[src/core/sfpt_pkg.sv]
// Constants for the serial flash parameter table block
package sfpt_pkg;
  localparam int ADDR_W = 8;
  // Word register offsets (byte addresses)
  localparam logic [7:0] OFF_CAP_DWORD_ONE = 8'h00;
  localparam logic [7:0] OFF_DENSITY_DWORD = 8'h04;
  localparam logic [7:0] OFF_QUAD_READ_CYCLES_DWORD = 8'h08;
  localparam logic [7:0] OFF_DUAL_READ_CYCLES_DWORD = 8'h0C;
  localparam logic [7:0] OFF_FAST_MODE_SUPPORT_BYTE = 8'h10;
  localparam logic [7:0] OFF_HEADER = 8'h14;
  localparam logic [7:0] OFF_BYTE_PTR = 8'h20;
  localparam logic [7:0] OFF_BYTE_DATA = 8'h24;
  localparam logic [7:0] OFF_LIST_OFFSET = 8'h28;
  localparam logic [7:0] OFF_SPACE_ADDR = 8'h2C;
  // Parameter header bytes, table base address and list offset skew
  localparam logic [7:0] PARAM_ID = 8'hA5;
  localparam logic [7:0] PARAM_LEN = 8'h80;
  localparam logic [15:0] TABLE_BASE = 16'h1090;
  localparam logic [8:0] LIST_SKEW = 9'h002;
  // Table dwords; dword one carries the DDR flag added separately
  localparam logic [31:0] DW1_BASE = 32'hFFB2_FFE7;
  localparam int DW1_DDR_BIT = 19;
  localparam logic [31:0] DW2_VAL = 32'h3FFF_FFFF;
  localparam logic [31:0] DW3_VAL = 32'hFFFF_EB48;
  localparam logic [31:0] DW4_VAL = 32'hBB88_FFFF;
  localparam logic [31:0] DW5_VAL = 32'hFFFF_FFFE;
  localparam logic [31:0] FILL_ONES = 32'hFFFF_FFFF;
  localparam logic [7:0] PTR_RESET = 8'h00;
  localparam logic [31:0] RDATA_RESET = 32'h0000_0000;
endpackage

[src/core/sfpt_table.sv]
// Serial flash basic parameter table with register port
//
// Added by the designer: the plain strobed port.
`timescale 1ns/100ps
`default_nettype none

module sfpt_table #(
  parameter bit DDR_SUPPORTED = 1'b1
) (
  input wire logic clock,
  input wire logic rst,
  input wire logic [sfpt_pkg::ADDR_W-1:0] addr,
  input wire logic [31:0] wdata,
  input wire logic wr,
  input wire logic rd,
  output logic [31:0] rdata
);

  typedef struct packed {
    logic [7:0] ptr;
    logic [31:0] rdata;
  } sfpt_state_t;

  sfpt_state_t state_reg;
  sfpt_state_t state_next;
  logic [31:0] dw1_val;
  logic [7:0] cur_byte;
  logic [31:0] cur_word;

  assign dw1_val = sfpt_pkg::DW1_BASE | (32'(DDR_SUPPORTED) << sfpt_pkg::DW1_DDR_BIT);

  function automatic logic [31:0] dword_at(input logic [5:0] sel, input logic [31:0] d1);
    logic [31:0] w;
    w = sfpt_pkg::FILL_ONES;
    unique case (sel)
      6'd0: w = d1;
      6'd1: w = sfpt_pkg::DW2_VAL;
      6'd2: w = sfpt_pkg::DW3_VAL;
      6'd3: w = sfpt_pkg::DW4_VAL;
      6'd4: w = sfpt_pkg::DW5_VAL;
      default: w = sfpt_pkg::FILL_ONES;
    endcase
    return w;
  endfunction

  // Least significant byte first within each dword
  assign cur_word = dword_at(state_reg.ptr[7:2], dw1_val);
  assign cur_byte = cur_word[8*state_reg.ptr[1:0] +: 8];

  always_comb
  begin
    state_next = state_reg;
    state_next.rdata = 32'h0000_0000;
    if (wr && addr == sfpt_pkg::OFF_BYTE_PTR)
    begin
      state_next.ptr = wdata[7:0];
    end
    if (rd)
    begin
      unique case (addr)
        sfpt_pkg::OFF_CAP_DWORD_ONE: state_next.rdata = dw1_val;
        sfpt_pkg::OFF_DENSITY_DWORD: state_next.rdata = sfpt_pkg::DW2_VAL;
        sfpt_pkg::OFF_QUAD_READ_CYCLES_DWORD: state_next.rdata = sfpt_pkg::DW3_VAL;
        sfpt_pkg::OFF_DUAL_READ_CYCLES_DWORD: state_next.rdata = sfpt_pkg::DW4_VAL;
        sfpt_pkg::OFF_FAST_MODE_SUPPORT_BYTE: state_next.rdata = {24'h00_0000, sfpt_pkg::DW5_VAL[7:0]};
        sfpt_pkg::OFF_HEADER: state_next.rdata = {16'h0000, sfpt_pkg::PARAM_LEN, sfpt_pkg::PARAM_ID};
        sfpt_pkg::OFF_BYTE_PTR: state_next.rdata = {24'h00_0000, state_reg.ptr};
        sfpt_pkg::OFF_BYTE_DATA:
        begin
          // Each byte read advances so the host streams the table
          state_next.rdata = {24'h00_0000, cur_byte};
          state_next.ptr = state_reg.ptr + 8'h01;
        end
        sfpt_pkg::OFF_LIST_OFFSET: state_next.rdata = {23'h00_0000, {1'b0, state_reg.ptr} + sfpt_pkg::LIST_SKEW};
        sfpt_pkg::OFF_SPACE_ADDR: state_next.rdata = {16'h0000, sfpt_pkg::TABLE_BASE + {8'h00, state_reg.ptr}};
        default: state_next.rdata = 32'h0000_0000;
      endcase
    end
  end

  always_ff @(posedge clock)
  begin
    if (rst)
    begin
      state_reg.ptr <= sfpt_pkg::PTR_RESET;
      state_reg.rdata <= sfpt_pkg::RDATA_RESET;
    end
    else
    begin
      state_reg <= state_next;
    end
  end

  assign rdata = state_reg.rdata;

  // Expected stream built from constants, not from the read mux
  localparam int TABLE_BYTES_N = 20;
  localparam logic [159:0] TABLE_BYTES = {sfpt_pkg::DW5_VAL, sfpt_pkg::DW4_VAL, sfpt_pkg::DW3_VAL,
    sfpt_pkg::DW2_VAL, sfpt_pkg::DW1_BASE | (32'(DDR_SUPPORTED) << sfpt_pkg::DW1_DDR_BIT)};

  for (genvar g = 0; g < TABLE_BYTES_N; g++)
  begin : g_stream

  end
endmodule

`default_nettype wire

[config.mk]
export PLATFORM = sky130hd
export DESIGN_NAME = sfpt_table
export DESIGN_NICKNAME = d
export VERILOG_FILES = /design/src/core/sfpt_pkg.sv /design/src/core/sfpt_table.sv
export SDC_FILE = /design/constraint.sdc
export NUM_CORES = 1
export LEC_CHECK = 0
export BUFFER_PORTS_ARGS = -buffer_cell sky130_fd_sc_hd__buf_2
export CORE_MARGIN = 8
export CORE_UTILIZATION = 45
export DETAILED_ROUTE_END_ITERATION = 6
export HOLD_SLACK_MARGIN = 0.02
export PLACE_DENSITY = 0.76
export SYNTH_ARGS = -nofsm -noshare
export SYNTH_HDL_FRONTEND = slang
export SYNTH_SLANG_ARGS = --single-unit
[constraint.sdc]
create_clock -name clock -period 2.5 [get_ports clock]
set_clock_uncertainty 0.15 [all_clocks]
set_input_delay 0.375 -clock clock [delete_from_list [all_inputs] [get_ports clock]]
set_output_delay 0.375 -clock clock [all_outputs]
set_load 0.05 [all_outputs]
==> results.ini <==
[detailed_routing]
wl_mm=4.901
first_iter_violations=171
postRouteAntennaNets=0
via_per_inst=5.760
drc_errors=0
avgRoutedWirePerCell_um=15.66
num_vias=1803
firstDrtPassIters=4

[placement]
gp_congestion=0.9172
port_buffers=51
dp_cells=309
hpwl_mm=3.778

[sta]
hold_viol_final=0
relSlewSlack=0.6050
rsz0062_at_grt=false
drv_slew=0
tightestPinTransition_ns=0.5776
finalSetupViolations=0
fin_crit_sh=0.9209
post-route-min-period_ns=2.302
fin_tns_setup_ns=0
max_clock_freq_mhz=434.3

[logic_synthesis]
ys_async_sr_fraction=0
ys_seq_elements=25
syn_inst=251
synth_cell_type_count=54
yosys_warnings=0
syn-cell-area_um2=1901
ys.flop_type=dfxtp_1
synth-edff-count=0
syn_area_per_cell_um2=7.572
synth_nets=300
ys_seq_area_frac=0.2633

[layout]
nets=313
largest_reg_flops=17
final_cell_mix=51 x buf_2, 25 x dfxtp_1, 22 x a21oi_1, 21 x nor2_1, 18 x nand2_1
syn_to_final_growth_pct=5.991
fin_cells=313
layout_commonest_cell=buf_2
drive_gt1_frac=0.2624
fillers=399
diodes=0

[clocking]
cts.sinks=25
numCtsBuffers=3
worstSkewPairLatency_ns=0.27
post_cts_buffers=0
cts_buffer_depth=2
path_clk_slew_ns=0.09
cts-root-buf=clkbuf_8
cts_hold_buf=0
cts_resized=0
cts_tree=yes
htree_levels=1

[power_and_ir_drop]
powerDensity_nw_per_um2=363.7
p_leak_nw=0.8508
max-vdd-ir-drop_mv=0.2705

[run_status]
status=completed

[worst_setup_path]
reg2reg_depth=7
r2r_start=state_reg[37]$_SDFF_PP0_
crit_end=rdata[3]$_SDFF_PP0_
crit_path_max_fanout=5
crit_required_ns=2.49
end_kind=register
r2r_end=rdata[3]$_SDFF_PP0_
rrSetupSlack_ns=0.20
start_kind=register
path_class=register to register
startpoint=state_reg[37]$_SDFF_PP0_
arrival_ns=2.29

[die]
die_h_um=80.99
io_pins=76
start_util=0.4717
die_w_um=80.99
core_um2=4029
fp-row-count=23
dieArea_um2=6559

[global_routing]
grt_pass1_vias=1661
grtUsageTotal=0.1508
grt_overflow=0
grt_max_degree=25
grt_pass1_wl_mm=7.997
grt_antenna_before_repair=0

[min_path]
hold_path.class=input port to register
worstHoldStart=wdata[7]

[job]
max-cap-violations=0

-- where the power goes --
part | switching (mW) | internal [mW] | total (mW) | leakage, nW
registers | 0.000739 | 0.399 | 0.399 | 0.201
clock network | 0.135 | 0.113 | 0.248 | 0.0217
logic | 0.0537 | 0.0315 | 0.0852 | 0.628
-- cells by family after synthesis --
kind of cell,count (synthesis),share of synthesized area
buffers and inverters,57,0.1784
xor gates and xnor gates,3,0.01383
adders and majority gates,5,0.03292
muxes,2,0.01053
DFF,25,0.2633
AOI/OAI and AO/OA,74,0.2568
and+or+nand+nor,85,0.2442
-- how the worst min path moves through the flow --
stage                                     endpoint  cells after the start
after floorplan           state_reg[37]$_SDFF_PP0_                      2
after global routing      state_reg[39]$_SDFF_PP0_                      3
after global placement    state_reg[37]$_SDFF_PP0_                      2
final                     state_reg[39]$_SDFF_PP0_                      3
after detailed placement  state_reg[37]$_SDFF_PP0_                      2
after CTS                 state_reg[39]$_SDFF_PP0_                      3
-- through the flow --
step | area [µm²] | utilization | total power [mW] | hold slack [ns] | setup WS, ns
6_report | 2014 | 0.5000 | 0.7326 | 0.1785 | 0.1977
5_1_grt | 2014 | 0.5000 | 0.7582 | 0.1859 | 0.05514
4_1_cts | 2014 | 0.5000 | 0.7379 | 0.1752 | 0.2899
3_5_place_dp | 1966 | 0.4879 | 0.4923 | 0.3587 | 0.2306
3_3_place_gp | 1966 | 0.4879 | 0.4910 | 0.3493 | 0.2441
2_1_floorplan | 1901 | - | 0.4660 | 0.3277 | 0.3776
-- cell type report --
| class | count | area, µm² | share of cell area |
|---|---|---|---|
| multi-input combinational | 169 | 1061 | 0.5267 |
| clock buffer | 3 | 41.29 | 0.02050 |
| sequential | 25 | 500.5 | 0.2484 |
| clock inverter | 1 | 7.507 | 0.003727 |
| tap | 50 | 62.56 | 0.03106 |
| inverter | 5 | 18.77 | 0.009317 |
| timing repair buffer | 60 | 322.8 | 0.1602 |
-- Yosys cell counts (5+ instances only) --
cell,instances,area share
a21oi_1,22,0.058
buf_4,33,0.13
clkbuf_1,17,0.034
dfxtp_1,25,0.26
ha_1,5,0.033
inv_1,5,0.0099
nand2_1,18,0.036
nand2b_1,6,0.020
nor2_1,21,0.041
nor2b_1,10,0.033
o21ai_0,9,0.024
-- layer usage --
layer / global-route usage / wire length, µm / share of wire
met1: 0.1931 / 2134 / 0.44
met2: 0.2518 / 2319 / 0.47
met3: 0.03091 / 400 / 0.082
met4: 0.03750 / 47 / 0.0096
met5: 0 / 0 / 0
-- critical path, stage by stage (launching register included) --
cell	delay [ns]
dfxtp_1	0.36
inv_1	0.16
ha_1	0.26
nor3b_1	0.29
o21a_1	0.20
a31oi_1	0.08
a2111oi_0	0.57
nor3_1	0.10
Note: power is estimated with default switching activity, not from simulation.
